[config.mk]
export PLATFORM = sky130hd
export DESIGN_NAME = cgc_clock_generation_control
export DESIGN_NICKNAME = d
export VERILOG_FILES = /design/src/cgc_pkg.sv /design/src/cgc_clock_generation_control.sv
export SDC_FILE = /design/constraint.sdc
export NUM_CORES = 1
export LEC_CHECK = 0
export BUFFER_PORTS_ARGS = -buffer_cell sky130_fd_sc_hd__buf_2
export CORE_UTILIZATION = 37
export CTS_CLUSTER_SIZE = 25
export DETAILED_ROUTE_END_ITERATION = 16
export GPL_ROUTABILITY_DRIVEN = 1
export GPL_TIMING_DRIVEN = 0
export SLEW_MARGIN = 20
export SYNTH_ARGS = -nofsm -noshare
export SYNTH_HDL_FRONTEND = slang
export SYNTH_SLANG_ARGS = --single-unit
export TNS_END_PERCENT = 10
[constraint.sdc]
create_clock -name clk -period 7.4 [get_ports clk]
set_input_delay 0 -clock clk [delete_from_list [all_inputs] [get_ports clk]]
set_output_delay 0 -clock clk [all_outputs]
set_load 0.03 [all_outputs]
[src/cgc_pkg.sv]
// Package for the clock generation and distribution block
package cgc_pkg;
   // Divider select codes, two bits each except the four-bit prescale
   localparam logic [3:0] CGC_PRESCALE_RST = 4'h0;
   localparam logic [1:0] CGC_PLL_DIV_RST  = 2'h0;
   localparam logic [1:0] CGC_BASE_DIV_RST = 2'h0;
   localparam logic [1:0] CGC_CPU_DIV_RST  = 2'h0;
   localparam logic [1:0] CGC_BUS_DIV_RST  = 2'h0;
   // Clock rates
   localparam int CGC_CLK_HZ   = 25000000;
   localparam int CGC_OCO_HZ   = 125000;
   // Half period of the on-chip oscillator in system clocks
   localparam int CGC_OCO_HALF = CGC_CLK_HZ / (2 * CGC_OCO_HZ);
   localparam logic [7:0] CGC_OCO_HALF_CNT = 8'(CGC_OCO_HALF - 1);
   localparam int CGC_QUARTER  = 4;

   typedef struct packed {
      logic [1:0] pll_div_sel;   // p = 2,4,6,8
      logic [3:0] prescale_n;    // n = 0..15
      logic [1:0] base_div_sel;  // b = 2,3,4,6
      logic [1:0] cpu_div_sel;   // m = 1..4
      logic [1:0] bus_div_sel;   // q = 2..4
      logic       base_source_select; // 0 = PLL
      logic       main_clock_stop;
   } cgc_cfg_t;

   typedef struct packed {
      logic sub_clock_ctrl_bit;
      logic wdt_source_onchip;
      logic prescaler_source_onchip;
   } cgc_oco_req_t;

   typedef enum logic [1:0] {
      CGC_OCO_OFF,
      CGC_OCO_RUN
   } cgc_oco_st_t;
endpackage

[src/cgc_clock_generation_control.sv]
// Clock generation, division and wait-mode gating
`timescale 1ns/1ps
module cgc_clock_generation_control
   import cgc_pkg::*;
(
   // Clock, reset, enable
   input  wire logic         clk,
   input  wire logic         srst,
   input  wire logic         ce,
   // Source clock enables, one tick per source edge
   input  wire logic         pll_tick,
   input  wire logic         main_tick,
   // Configuration
   input  wire cgc_cfg_t     cfg,
   input  wire cgc_oco_req_t oco_req,
   input  wire logic         option_osc_stop_setting,
   input  wire logic         option_powerup_start_setting,
   input  wire logic         wait_mode,
   // Derived clocks as levels, plus status levels and the watchdog strobe
   output logic              pll_run,
   output logic              pll_div_clk,
   output logic              timer_clk,
   output logic              base_clk,
   output logic              cpu_clk,
   output logic              bus_clk,
   output logic              onchip_clk,
   output logic              onchip_quarter_clock,
   output logic              wdt_clk_en,
   output logic              oco_running
);
   // Ratio decode shared by the PLL, base, CPU and bus dividers
   function automatic logic [3:0] half_of(input logic [1:0] sel,
                                          input logic [1:0] kind);
      logic [3:0] r;
      r = 4'h1;
      unique case (kind)
         2'h0:
            unique case (sel)
               2'h0: r = 4'h2;
               2'h1: r = 4'h4;
               2'h2: r = 4'h6;
               2'h3: r = 4'h8;
            endcase
         2'h1:
            unique case (sel)
               2'h0: r = 4'h2;
               2'h1: r = 4'h3;
               2'h2: r = 4'h4;
               2'h3: r = 4'h6;
            endcase
         2'h2:
            unique case (sel)
               2'h0: r = 4'h1;
               2'h1: r = 4'h2;
               2'h2: r = 4'h3;
               2'h3: r = 4'h4;
            endcase
         default:
            unique case (sel)
               2'h0: r = 4'h2;
               2'h1: r = 4'h3;
               // Top code repeats the slowest bus ratio
               2'h2, 2'h3: r = 4'h4;
            endcase
      endcase
      return r;
   endfunction

   // Divider stage: toggles an output after ratio ticks per period.
   // Odd ratios use a duty near half; ratio loaded only at period end.
   logic [3:0] ratio_d [5];
   logic [4:0] tick_in;
   logic [4:0] clk_q;
   logic [4:0] period_end;
   logic [3:0] cnt_q [5];
   logic [3:0] rat_q [5];

   logic base_gate;
   assign base_gate = ~wait_mode;

   // Source oscillator keeps running regardless of wait mode
   logic pll_keep;
   assign pll_keep = ~cfg.main_clock_stop | ~cfg.base_source_select;

   logic base_src_tick;
   assign base_src_tick = cfg.base_source_select ? main_tick
                                                 : (pll_tick & pll_keep);

   assign ratio_d[0] = half_of(cfg.pll_div_sel, 2'h0);
   assign ratio_d[1] = half_of(cfg.base_div_sel, 2'h1);
   assign ratio_d[2] = half_of(cfg.cpu_div_sel, 2'h2);
   assign ratio_d[3] = half_of(cfg.bus_div_sel, 2'h3);
   assign ratio_d[4] = cfg.prescale_n;

   assign tick_in[0] = pll_tick & pll_keep;
   assign tick_in[1] = base_src_tick & base_gate;
   assign tick_in[2] = period_end[1];
   assign tick_in[3] = period_end[1];
   assign tick_in[4] = period_end[0];

   genvar g;
   generate
      for (g = 0; g < 5; g++) begin : g_div
         logic [3:0] lim;
         logic       unity;
         logic       first_half;
         // Count ticks up to ratio, then close a full output period
         assign lim = (rat_q[g] == 4'h0) ? 4'h1 : rat_q[g];
         assign unity = (lim == 4'h1);
         assign period_end[g] = tick_in[g] & (cnt_q[g] == lim - 4'h1);
         // High for the first half of a period, rounded up
         assign first_half = (cnt_q[g] + 4'h1) <
                             ({1'b0, lim[3:1]} + {3'h0, lim[0]});
         always_ff @(posedge clk) begin
            if (srst) begin
               cnt_q[g] <= 4'h0;
               rat_q[g] <= 4'h1;
               clk_q[g] <= 1'b0;
            end else if (ce) begin
               if (tick_in[g] && period_end[g]) begin
                  cnt_q[g] <= 4'h0;
                  rat_q[g] <= ratio_d[g];
               end else if (tick_in[g]) begin
                  cnt_q[g] <= cnt_q[g] + 4'h1;
               end
               // Divide by one follows the tick, else it would stick high
               if (unity)
                  clk_q[g] <= tick_in[g];
               else if (tick_in[g])
                  clk_q[g] <= first_half | period_end[g];
            end
         end

         // Count and ratio invariants of each stage
         AST_CNT_RANGE: assert property (@(posedge clk) disable iff (srst)
            cnt_q[g] < lim)
            else $error("Divider count beyond its ratio");
         AST_RATIO_STEP: assert property (@(posedge clk) disable iff (srst)
            ce && !period_end[g] |=> $stable(rat_q[g]))
            else $error("Divider ratio changed mid period");
      end
   endgenerate

   // On-chip oscillator
   cgc_oco_st_t oco_st_q;
   logic        oco_start;
   logic        strap_seen_q;
   logic [7:0]  oco_cnt_q;
   logic        oco_q;
   logic [1:0]  quarter_q;
   logic        oco_edge;

   assign oco_start = |oco_req;
   assign oco_edge  = (oco_st_q == CGC_OCO_RUN) && (oco_cnt_q == CGC_OCO_HALF_CNT);

   always_ff @(posedge clk) begin
      if (srst) begin
         oco_st_q     <= CGC_OCO_OFF;
         strap_seen_q <= 1'b0;
      end else if (ce) begin
         strap_seen_q <= 1'b1;
         unique case (oco_st_q)
            CGC_OCO_OFF:
               if (!strap_seen_q) begin
                  if (!(option_osc_stop_setting &&
                        !option_powerup_start_setting))
                     oco_st_q <= CGC_OCO_RUN;
               end else if (oco_start) begin
                  oco_st_q <= CGC_OCO_RUN;
               end
            CGC_OCO_RUN: oco_st_q <= CGC_OCO_RUN;
         endcase
      end
   end

   always_ff @(posedge clk) begin
      if (srst) begin
         oco_cnt_q <= 8'h00;
         oco_q     <= 1'b0;
         quarter_q <= 2'h0;
      end else if (ce && oco_st_q == CGC_OCO_RUN) begin
         oco_cnt_q <= oco_edge ? 8'h00 : oco_cnt_q + 8'h01;
         if (oco_edge) begin
            oco_q <= ~oco_q;
            if (oco_q)
               quarter_q <= quarter_q + 2'h1;
         end
      end
   end

   // Output selection ahead of the output flops
   logic timer_next;
   logic wdt_on_oco;
   logic wdt_next;
   logic oco_on;

   // Zero prescale passes the divided PLL clock through
   assign timer_next = (cfg.prescale_n == 4'h0) ? clk_q[0] : clk_q[4];
   // Watchdog runs on bus clock unless an on-chip source
   assign wdt_on_oco = oco_req.wdt_source_onchip ||
                       oco_req.prescaler_source_onchip;
   assign wdt_next   = wdt_on_oco ? oco_edge : period_end[3];
   assign oco_on     = (oco_st_q == CGC_OCO_RUN);

   // Registered outputs
   always_ff @(posedge clk) begin
      if (srst) begin
         pll_run              <= 1'b0;
         pll_div_clk          <= 1'b0;
         timer_clk            <= 1'b0;
         base_clk             <= 1'b0;
         cpu_clk              <= 1'b0;
         bus_clk              <= 1'b0;
         onchip_clk           <= 1'b0;
         onchip_quarter_clock <= 1'b0;
         wdt_clk_en           <= 1'b0;
         oco_running          <= 1'b0;
      end else if (ce) begin
         pll_run              <= pll_keep;
         pll_div_clk          <= clk_q[0];
         timer_clk            <= timer_next;
         base_clk             <= clk_q[1];
         cpu_clk              <= clk_q[2];
         bus_clk              <= clk_q[3];
         onchip_clk           <= oco_q;
         onchip_quarter_clock <= quarter_q[1];
         wdt_clk_en           <= wdt_next;
         oco_running          <= oco_on;
      end
   end

   // Assertions
   AST_PLL_KEEP: assert property (@(posedge clk) disable iff (srst)
      ce && !cfg.base_source_select |=> pll_run)
      else $error("PLL stopped while selected");
   AST_WAIT_STOP: assert property (@(posedge clk) disable iff (srst)
      wait_mode |-> !period_end[1])
      else $error("Base clock ran in wait mode");
   AST_OCO_HOLD: assert property (@(posedge clk) disable iff (srst)
      $fell(srst) ##0 option_osc_stop_setting
      && !option_powerup_start_setting && !oco_start |=> !oco_running)
      else $error("On-chip oscillator ran after reset");
   AST_OCO_START: assert property (@(posedge clk) disable iff (srst)
      ce && strap_seen_q && oco_start |=> ##1 oco_running)
      else $error("On-chip oscillator did not start");
   AST_OCO_STAYS: assert property (@(posedge clk) disable iff (srst)
      oco_running |=> oco_running)
      else $error("On-chip oscillator stopped");
   AST_WDT_WAIT: assert property (@(posedge clk) disable iff (srst)
      ce && wait_mode && !oco_req.wdt_source_onchip
      && !oco_req.prescaler_source_onchip |=> !wdt_clk_en)
      else $error("Watchdog counted in wait mode");
   AST_OCO_WAIT: assert property (@(posedge clk) disable iff (srst)
      ce && oco_edge && wait_mode |=> ##1 onchip_clk != $past(onchip_clk))
      else $error("On-chip clock halted in wait mode");
   AST_RATIO_LOAD: assert property (@(posedge clk) disable iff (srst)
      ce && !period_end[1] |=> $stable(rat_q[1]))
      else $error("Base ratio changed mid period");

   // Wait mode gating of the derived clocks
   AST_BUS_WAIT: assert property (@(posedge clk) disable iff (srst)
      wait_mode |-> !period_end[2] && !period_end[3])
      else $error("CPU or bus clock ran in wait mode");
   AST_WDT_OCO: assert property (@(posedge clk) disable iff (srst)
      ce && wait_mode && wdt_on_oco && oco_edge |=> wdt_clk_en)
      else $error("Watchdog halted on on-chip source");

   // Prescaler bypass and on-chip divider
   AST_TIMER_PASS: assert property (@(posedge clk) disable iff (srst)
      ce && cfg.prescale_n == 4'h0 |=> timer_clk == $past(clk_q[0]))
      else $error("Timer clock not passed through");
   AST_OCO_IDLE: assert property (@(posedge clk) disable iff (srst)
      oco_st_q == CGC_OCO_OFF |-> oco_cnt_q == 8'h00 && !oco_q)
      else $error("On-chip counter moved while stopped");
   AST_HALF_RANGE: assert property (@(posedge clk) disable iff (srst)
      oco_cnt_q <= CGC_OCO_HALF_CNT)
      else $error("On-chip half period overrun");
   AST_QUARTER_STEP: assert property (@(posedge clk) disable iff (srst)
      ce && oco_edge && oco_q |=> quarter_q == $past(quarter_q) + 2'h1)
      else $error("Quarter divider missed a step");

   // Reset clears the status and strobe outputs
   AST_RESET_OUT: assert property (@(posedge clk)
      srst |=> !oco_running && !pll_run && !wdt_clk_en)
      else $error("Outputs not cleared by reset");

   COV_WAIT: cover property (@(posedge clk) wait_mode ##1 !wait_mode);
   COV_OCO: cover property (@(posedge clk) $rose(oco_running));
   COV_QUART: cover property (@(posedge clk) $rose(onchip_quarter_clock));
   COV_MAIN_SRC: cover property (@(posedge clk)
      cfg.base_source_select && period_end[1]);
   COV_WDT_WAIT: cover property (@(posedge clk) wait_mode && wdt_clk_en);
endmodule

* Yosys cells after proc, flatten, opt, wreduce, memory -nomap -nowiden
Memory sizes are Yosys's and may differ from the RTL's.
Index checks and enable logic that the tools add are counted.
** Storage, ports and cells
- Output and inout port bits :: 10
- Bits in read-only memories :: 0
- Bits of input ports :: 25
- Register bits after elaboration :: 29
- Memory bits (writable) :: 40
- Logic and storage cells :: 226
- Bits in latches :: 0
- Memories :: 2
** Cells by class
- Reduce and logical (&&, ||, !) cells :: 36
- Shift-type cells :: 0
- Add/subtract/negate cells :: 17
- Mux-type cells :: 88
- Magnitude comparators :: 5
- Multipliers :: 0
- Equal/unequal tests :: 26
- Bitwise logic cells :: 32
- Div/mod/pow operators :: 0
** Memory list
- cnt_q :: words 5, bits a word 4, rd ports 5, clocked after Yosys merged registers in 0, write ports 5, line cgc_clock_generation_control.sv:75 : logic [3:0] cnt_q [5];
- rat_q :: words 5, bits a word 4, rd ports 5, clocked after Yosys merged registers in 0, write ports 5, line cgc_clock_generation_control.sv:76 : logic [3:0] rat_q [5];
** Operator list (count)
- 4-bit two-way mux :: 20
- 1-bit two-way mux :: 59
- 4-bit case mux with 4 select lines :: 3
- 4-bit zero test :: 6
- 1-bit bitwise OR :: 21
- 3-bit by 1-bit adder with 4-bit output :: 5
- 4-bit by 1-bit adder with 4-bit output, second input constant :: 5
- 4-bit by 1-bit equality test with 1-bit output, second input constant :: 5
- 4-bit equality test :: 5
- 4-bit < comparator :: 5
- 4-bit by 1-bit subtractor with 4-bit output, second input constant :: 5
- 2-bit equality test, second input constant :: 8
- 4-bit case mux with 3 select lines :: 1
- 2-bit AND reduction :: 6
- 2-bit by 1-bit equality test with 1-bit output, second input constant :: 5
- 2-bit zero test :: 5
- 2-bit nonzero test :: 5
- 8-bit by 1-bit adder with 8-bit output, second input constant :: 1
- 8-bit by 7-bit equality test with 1-bit output, second input constant :: 1
- 1-bit logical AND :: 8
- 8-bit two-way mux :: 1
- 1-bit bitwise AND :: 7
- 2-bit two-way mux :: 3
- 3-bit inequality test, second input constant :: 2
- 8 further kinds :: 12

* Longest topological paths before layout
Gate-level depths: netlist (run 1).
- Depth in word-level cells :: 14
- Depth in mapped cells :: 9
- Mapped depth without buffers :: 9

* Least setup slack after synthesis (run 1)
OpenSTA, ideal clock, no wires.
- Path type :: register to register
- From :: memory rat_q[0][3]
- To :: memory rat_q[4][0] (enable)
- Arrival :: 2116 ps
- Data required time :: 7021 ps
- Slack :: 4905 ps
- Path buffers :: 1
- Library setup time :: 379 ps
- Stages on the path, launching flop included :: 9
- Period minus slack after synthesis :: 2495 ps
- Cell sequence :: edfxtp_1 buf_2 nor3_1 nor2_1 ha_1 xor2_1 xnor2_1 nand2_1 o41ai_1
** RTL lines (line)
- from (decl) :: cgc_clock_generation_control.sv:76

==> results of run 1 <==
-- kinds of logic (layout without fill, tap and decap cells) --
group | after synthesis | in the layout | share of synthesized area
AOI/OAI and AO/OA | 57 | 57 | 0.104
adders and majority gates | 38 | 38 | 0.120
DFF | 65 | 65 | 0.422
xor gates and xnor gates | 39 | 39 | 0.0863
muxes | 10 | 10 | 0.0253
and+or+nand+nor | 158 | 158 | 0.200
buffers and inverters | 44 | 103 | 0.0420
-- layout by cell type, fill, tap and decap left out, drive strengths merged, types with 5 or more instances in the layout --
| cell type | count |
|---|---|
| and3 | 7 |
| nor3 | 9 |
| nand2b | 10 |
| edfxtp | 37 |
| nor2b | 11 |
| nand4 | 9 |
| nand3 | 14 |
| nand2 | 25 |
| clkbuf | 22 |
| inv | 31 |
| a311oi | 5 |
| xnor2 | 15 |
| dlygate4sd3 | 10 |
| dfxtp | 28 |
| o21ai | 10 |
| xor2 | 24 |
| nor2 | 49 |
| mux2i | 10 |
| and2 | 13 |
| buf | 36 |
| ha | 38 |
| a21oi | 17 |
-- final cells by class --
type / count / area, µm² / share of cell area
sequential: 65 / 1670 / 0.364
timing repair buffer: 43 / 265 / 0.0578
inverter: 29 / 109 / 0.0237
clock buffer: 10 / 149 / 0.0324
clock inverter: 6 / 47.5 / 0.0104
tap: 136 / 170 / 0.0371
multi-input combinational: 302 / 2120 / 0.462
buffer: 15 / 57.6 / 0.0125
-- what timing repair did --
item / 4_1_cts / 5_1_grt
gates resized for setup: 0 / 0
hold buffers: 10 / 0
hold endpoints to repair: 10 / 0
setup buffers: 0 / 0
-- worst max-delay path, stage by stage, from the launching register on --
cell and delay, ps:
edfxtp_1 360, buf_2 170, nor3_1 340, nor2_1 90
ha_1 220, xor2_1 150, xnor2_1 180, nand2_1 180
o41ai_1 910
-- worst min path at each step --
stage	from	endpoint	slack (ps)
after global placement	cfg[0]	pll_run	250
after detailed placement	cfg[0]	pll_run	260
after floorplan	cfg[0]	pll_run	120
after global routing	oco_req[0]	wdt_clk_en	50
after CTS	oco_req[0]	wdt_clk_en	20
final	option_osc_stop_setting	oco_st_q[0]	30
-- layer usage --
metal	up-vias	part of all wire
met5	-	0
met1	1398	0.49
met3	10	0.033
met4	0	0.011
met2	49	0.47
li1	1546	-
-- registers in the layout, summed over array words and instances, names as in the netlist --
name / flops
cnt_q: 20
rat_q: 17
oco_cnt_q: 8
clk_q: 5
quarter_q: 2
base_clk: 1
bus_clk: 1
cpu_clk: 1
oco_q: 1
oco_running: 1
oco_st_q: 1
onchip_clk: 1
onchip_quarter_clock: 1
pll_div_clk: 1
pll_run: 1
strap_seen_q: 1
timer_clk: 1
wdt_clk_en: 1
-- report_power, final --
group,internal [W],switching [W],leakage [nW]
registers,0.000394,0.0000128,0.594
clock network,0.000146,0.000157,0.104
logic,0.0000454,0.0000622,1.23
-- per-stage QoR --
| step | total power (W) | std cells | util |
|---|---|---|---|
| finish | 0.000817 | 606 | 0.443 |
| detailed placement | 0.000517 | 580 | 0.414 |
| global route | 0.000853 | 606 | 0.443 |
| CTS | 0.000821 | 606 | 0.443 |
| global placement | 0.000515 | 580 | 0.414 |
| floorplan | 0.000485 | 411 | - |
==> impl_metrics.tcl, run 1 <==
set metrics [dict create \
    status "complete, no violations" \
    async_flop_share 0 \
    postRouteAntennaNets 0 \
    synth_common_cells "nor2_1, ha_1, edfxtp_1, inv_1, dfxtp_1" \
    globalRouteMet3Util 0.0334 \
    htree_levels 3 \
    drt_iter0_drc 85 \
    min_path_cells 4 \
    max-slew-margin-rel 0.349 \
    routed_via_density 4.96 \
    die_x_um 105 \
    cts-buffers-inserted 9 \
    track_usage 0.155 \
    synth_edf_count 37 \
    r2r_cells 8 \
    avgSynthCellArea_um2 9.63 \
    period_minus_slack_ps 2960 \
    clock_sinks 65 \
    top_usage_layer "met2" \
    grt-ovfl-total 0 \
    ys_types 48 \
    final-hold-violation-count 0 \
    holdCritPathClass "primary input to register" \
    ys.flop_type "edfxtp_1" \
    required_ps 7360 \
    io_pins 35 \
    die_h_um 105 \
    syn_nets 474 \
    clk_pin_slew_ps 80 \
    core_mm2 0.0104 \
    worst_slack_ps 4440 \
    reg2reg_slack_ps 4440 \
    wl_per_cell_um 13.4 \
    cts_max_path_buffers 2 \
    ir_worst_vdd_uv 68.8 \
    synth_top_cells_by_area "edfxtp_1, dfxtp_1, ha_1, xor2_1, nor2_1" \
    clockRootBuffer "clkbuf_8" \
    antenna_found_initial 0 \
    wl_mm 8.10 \
    synth_top_area_frac 0.281 \
    dp_hpwl_mm 6.11 \
    worstReg2RegEnd "rat_q[4][2]" \
    critPathKind "register to register" \
    fin_tns_setup_ps 0 \
    gr-usage-met2 0.262 \
    cp-endpoint "rat_q[4][2]" \
    grtUsageMet1 0.198 \
    cp-end-kind "register" \
    first_pass_iters 4 \
    ys_warn_count 0 \
    drive_gt1_frac 0.132 \
    yosysTopAreaCell "edfxtp_1" \
    slew_violations 0 \
    start_kind "register" \
    setup_violations 0 \
    place_area_mm2 0.00429 \
    whs_ps 32.6 \
    vias 3003 \
    grt_pass1_vias 2924 \
    nFillCells 1007 \
    rows 37 \
    antennaDiodeCount 0 \
    powerDensity_mw_per_mm2 178 \
    gp_congestion 0.801 \
    worst_pin_slew_ps 963 \
    drc 0 \
    stdcell_area_mm2 0.00459 \
    detailedPlace.worstSlack_ps 4430 \
    ys_seq_elements 65 \
    crit_start "rat_q[0][3]" \
    clk_latency_ps 340 \
    cap_violations 0 \
    grt_pass1_wl_mm 13.6 \
    nets 528 \
    rsz0062_at_grt "false" \
    yosysMostFrequentCell "nor2_1" \
    grt_max_degree 14 \
    initial_utilization 0.382 \
    r2r-start "rat_q[0][3]" \
    critPathMaxFanout 6 \
    tritoncts "done" \
    area_delta_synth_final_pct 16.0 \
    port_buffers 33 \
    postSynthCellCount 411 \
    fin_worst_skew_ps 11.8 \
    die-area_mm2 0.0111 \
    fmax_mhz 337 \
    syn_area_mm2 0.00396 \
    power_leakage_nw 1.93 \
    cp.arrival_ps 2920 \
    ys_seq_area_frac 0.422 \
    finalCritPeriodShare 0.401 \
]
(Power assumes the default switching activity.)
==> run 2, diff against run 1 <==
ABC_AREA = 1   (was default)
clock period = 2.8 ns   (was 7.4 ns; I/O delays follow)
==> impl_metrics.tcl, run 2 <==
set metrics [dict create \
    postSynthCellCount 540 \
    synth_top_area_frac 0.265 \
    holdCritPathClass "primary input to register" \
    mostFrequentLayoutCells "nand2_1, inv_1, nor2_1" \
    largest_registers "cnt_q: 20 flops, rat_q: 17 flops, oco_cnt_q: 8 flops" \
    die_h_um 109 \
    finalCritPeriodShare 0.892 \
    p_total_w 0.00257 \
    cp.arrival_ps 2500 \
    fmax_mhz 400 \
    cts-buffers-inserted 9 \
    cts_setup_buffers 0 \
    largest_register "cnt_q" \
    stdcell_area_mm2 0.00496 \
    dp_hpwl_mm 6.57 \
    core_mm2 0.0109 \
    synth_edf_count 37 \
    status "complete, no violations" \
    first_pass_iters 4 \
    drt_iter0_drc 125 \
    fin_tns_setup_ps 0 \
    routed_via_density 4.66 \
    tritoncts "done" \
    clk_latency_ps 330 \
    initial_utilization 0.384 \
    die-area_mm2 0.0118 \
    yosysTopAreaCell "edfxtp_1" \
    critPathMaxFanout 5 \
    wl_per_cell_um 11.5 \
    nFillCells 1114 \
    layout_commonest_cell "nand2_1" \
    ys_seq_elements 65 \
    cp-end-kind "register" \
    max-slew-margin-rel 0.617 \
    required_ps 2800 \
    cts_max_path_buffers 2 \
    gp_congestion 0.779 \
    whs_ps 25.5 \
    track_usage 0.158 \
    synth_top_cells_by_area "edfxtp_1, dfxtp_1, ha_1, nand2_1, inv_1" \
    ir_worst_vdd_uv 359 \
    clk_pin_slew_ps 60 \
    reg2reg_slack_ps 300 \
    fin_worst_skew_ps 6.81 \
    grt_pass1_vias 3324 \
    grt_max_degree 14 \
    io_pins 35 \
    place_area_mm2 0.00454 \
    ys_seq_area_frac 0.398 \
    postRouteAntennaNets 0 \
    power_leakage_nw 2.37 \
    nets 658 \
    period_minus_slack_ps 2500 \
    critPathKind "register to register" \
    cap_violations 0 \
    ys.flop_type "edfxtp_1" \
    syn_nets 603 \
    synth_common_cells "nand2_1, inv_1, nor2_1, ha_1, edfxtp_1" \
    antennaDiodeCount 0 \
    clockRootBuffer "clkbuf_16" \
    vias 3451 \
    syn_area_mm2 0.00420 \
    start_kind "register" \
    final-hold-violation-count 0 \
    slew_violations 0 \
    htree_levels 3 \
    ys_warn_count 0 \
    largest_register_ffs 20 \
    rsz0062_at_grt "false" \
    setup_violations 0 \
    ys_types 35 \
    async_flop_share 0 \
    multi_input_area_mm2 0.00209 \
    antenna_found_initial 0 \
    regArea_mm2 0.00167 \
    area_delta_synth_final_pct 18.2 \
    rows 38 \
    worst_pin_slew_ps 575 \
    grt-ovfl-total 0 \
    drc 0 \
    yosysMostFrequentCell "nand2_1" \
    avgSynthCellArea_um2 7.77 \
    die_x_um 109 \
    drive_gt1_frac 0.157 \
    grt_pass1_wl_mm 14.4 \
    powerDensity_mw_per_mm2 517 \
    port_buffers 34 \
    clock_sinks 65 \
    wl_mm 8.49 \
]
==> run 2: cell count changes in the layout (fill, tap and decap cells not counted), moves of 10 or more <==
| cell | before | now |
|---|---|---|
| mux2i_1 | 10 | 0 |
| nand2_1 | 25 | 97 |
| o21ai_0 | 10 | 23 |
| nand3_1 | 14 | 36 |
| inv_1 | 29 | 93 |
| and2_1 | 13 | 0 |
| xor2_1 | 24 | 9 |
| nor2_1 | 48 | 71 |
| nand2b_1 | 10 | 0 |
| nor2b_1 | 10 | 0 |
==> run 2: per-layer routing <==
metal / up-vias / part of all wire / global-route usage
met4: 0 / 0.0037 / 0.0444
met3: 2 / 0.028 / 0.0416
li1: 1825 / - / -
met1: 1582 / 0.49 / 0.185
met2: 42 / 0.48 / 0.280
met5: - / 0 / 0
==> run 2: worst max-delay path, stage by stage (launching register included) <==
cell and delay, ps:
edfxtp_1 470, nor2_2 150, nand2_2 80, nand2_1 90, inv_1 50, ha_1 310
xor2_1 140, nand2_1 70, nor2_1 180, nand2_1 90, nor2_2 130, nand2_2 110
o21ai_1 310
==> run 2: logic make-up after synthesis <==
family                   share of synthesized area
AO/OA/AOI/OAI                               0.0805
XOR/XNOR                                    0.0334
adder cells (fa/ha/maj)                      0.113
buffers and inverters                        0.103
flip-flops                                   0.398
AND/OR/NAND/NOR                              0.272
==> run 2: final cells by class <==
cell class              instances  area share
clock inverters                 6      0.0139
plain buffers                  11     0.00857
well taps                     140      0.0353
repair buffers                 44      0.0545
clock buffers                  10      0.0504
inverters                     103      0.0784
flip-flops and latches         65       0.337
multi-input cells             361       0.422
==> run 2: path summary, 6_finish.rpt <==
check / from / end / depth (start not counted)
setup / recovery: rat_q[0][2] / rat_q[4][2] / 12
hold / removal: srst / clk_q[0] / 4
setup reg to reg: rat_q[0][2] / rat_q[4][2] / 12
hold reg to reg: oco_running / oco_running / 2
==> run 2: per-stage QoR <==
| stage | util | setup slack, ps | instances |
|---|---|---|---|
| floorplan | - | 472 | 540 |
| global placement | 0.415 | 196 | 714 |
| detailed placement | 0.415 | 146 | 714 |
| global route | 0.454 | 85.5 | 740 |
| finish | 0.454 | 301 | 740 |
| CTS | 0.454 | 126 | 740 |
==> run 2: repair_timing <==
action	4_1_cts	5_1_grt
gates resized for setup	0	1
endpoints found under the hold margin	12	0
hold buffers	10	0
setup endpoints to repair	0	4
==> run 2: power by group <==
part	switching [W]	internal, W
clock	0.000435	0.000752
sequential	0.0000322	0.00104
combinational	0.000186	0.000116
==> run 3, diff against run 2 <==
HOLD_SLACK_MARGIN = 0.05   (was default)
==> impl_metrics.tcl, run 3 (synthesized netlist as in run 2, its figures left out) <==
set metrics [dict create \
    cts-buffers-inserted 9 \
    rows 38 \
    largest_registers "cnt_q: 20 flops, rat_q: 17 flops, oco_cnt_q: 8 flops" \
    start_kind "register" \
    place_area_mm2 0.00454 \
    reg2reg_slack_ps 260 \
    postRouteAntennaNets 0 \
    wl_mm 8.51 \
    first_pass_iters 5 \
    gp_congestion 0.779 \
    clk_latency_ps 330 \
    required_ps 2880 \
    cp-end-kind "register" \
    drt_iter0_drc 131 \
    clockRootBuffer "clkbuf_16" \
    nets 662 \
    initial_utilization 0.384 \
    r2r_cells 13 \
    grt_max_degree 14 \
    detailedPlace.worstSlack_ps 146 \
    grt-ovfl-total 0 \
    die_h_um 109 \
    max-slew-margin-rel 0.605 \
    critPathMaxFanout 5 \
    clk_pin_slew_ps 60 \
    final-hold-violation-count 0 \
    antenna_found_initial 0 \
    period_minus_slack_ps 2540 \
    holdCritPathClass "primary input to register" \
    vias 3490 \
    htree_levels 3 \
    drive_gt1_frac 0.156 \
    power_leakage_nw 2.38 \
    die-area_mm2 0.0118 \
    tritoncts "done" \
    whs_ps 47.4 \
    cap_violations 0 \
    die_x_um 109 \
    worstReg2RegEnd "rat_q[1][0]" \
    fin_tns_setup_ps 0 \
    antennaDiodeCount 0 \
    track_usage 0.158 \
    worst_slack_ps 256 \
    area_delta_synth_final_pct 19.2 \
    largest_register_ffs 20 \
    wl_per_cell_um 11.4 \
    min_path_cells 4 \
    worstHoldStart "oco_req[2]" \
    status "complete, no violations" \
    routed_via_density 4.69 \
    final_util 0.457 \
    slew_violations 0 \
    core_mm2 0.0109 \
    fin_worst_skew_ps 5.23 \
    port_buffers 34 \
    worst_pin_slew_ps 593 \
    r2r-start "rat_q[1][2]" \
    setup_violations 0 \
    min_to "oco_st_q[0]" \
    crit_start "rat_q[1][2]" \
    io_pins 35 \
    fmax_mhz 393 \
    critPathKind "register to register" \
    layout_commonest_cell "nand2_1" \
    cts_max_path_buffers 2 \
    finalCritPeriodShare 0.908 \
    largest_register "cnt_q" \
    stdcell_area_mm2 0.00500 \
    mostFrequentLayoutCells "nand2_1, inv_1, nor2_1" \
    cp.arrival_ps 2620 \
    clock_sinks 65 \
    ir_worst_vdd_uv 359 \
    grt_pass1_vias 3335 \
    powerDensity_mw_per_mm2 513 \
    rsz0062_at_grt "false" \
    cts_setup_buffers 0 \
    drc 0 \
    grt_pass1_wl_mm 14.4 \
    dp_hpwl_mm 6.57 \
]
-- run 3: report_power, final --
part | internal (W) | total [W] | switching [W]
registers | 0.00104 | 0.00108 | 0.0000320
logic | 0.000119 | 0.000306 | 0.000187
clock network | 0.000752 | 0.00119 | 0.000434
total | 0.00192 | 0.00257 | 0.000653
-- run 3: routing by layer --
metal	track usage	share of wire
met5	0	0
met4	0.0444	0.0071
met3	0.0404	0.036
met2	0.280	0.48
met1	0.187	0.48
-- run 3: area by class of cell --
class	instances	area (µm²)
Clock buffer	10	250
Tap cell	140	175
Clock inverter	6	68.8
Timing Repair Buffer	48	310
Buffer	11	42.5
Inverter	103	389
Sequential cell	65	1670
Fill cell	1107	5930
Multi-Input combinational cell	361	2090
-- run 3: worst max-delay path by stage --
stage                   to  depth (start not counted)
2_1_floorplan  rat_q[4][0]                         12
3_3_place_gp   rat_q[4][1]                         12
3_5_place_dp   rat_q[4][0]                         12
4_1_cts        rat_q[4][2]                         12
5_1_grt        rat_q[4][0]                         12
6_report       rat_q[1][0]                         13
-- run 3: metrics by stage --
| step | instances | total power [W] |
|---|---|---|
| floorplan | 540 | 0.00130 |
| global placement | 714 | 0.00138 |
| detailed placement | 714 | 0.00139 |
| CTS | 744 | 0.00260 |
| global route | 744 | 0.00268 |
| finish | 744 | 0.00257 |
-- run 3: timing repair --
item,in CTS,in global routing
endpoints found under the setup margin,0,4
hold buffers,14,0
hold endpoints to repair,14,0
gates resized for setup,0,1
-- run 3: critical path, stage by stage (launching register included) --
cell	delay, ps
edfxtp_1	430
inv_2	110
nand2_4	60
nand2_4	70
ha_1	220
inv_1	90
nor2_1	50
nor2_1	100
o21ai_1	110
nor2_4	200
nand2_4	110
inv_4	110
o21ai_0	80
dlygate4sd3_1	550
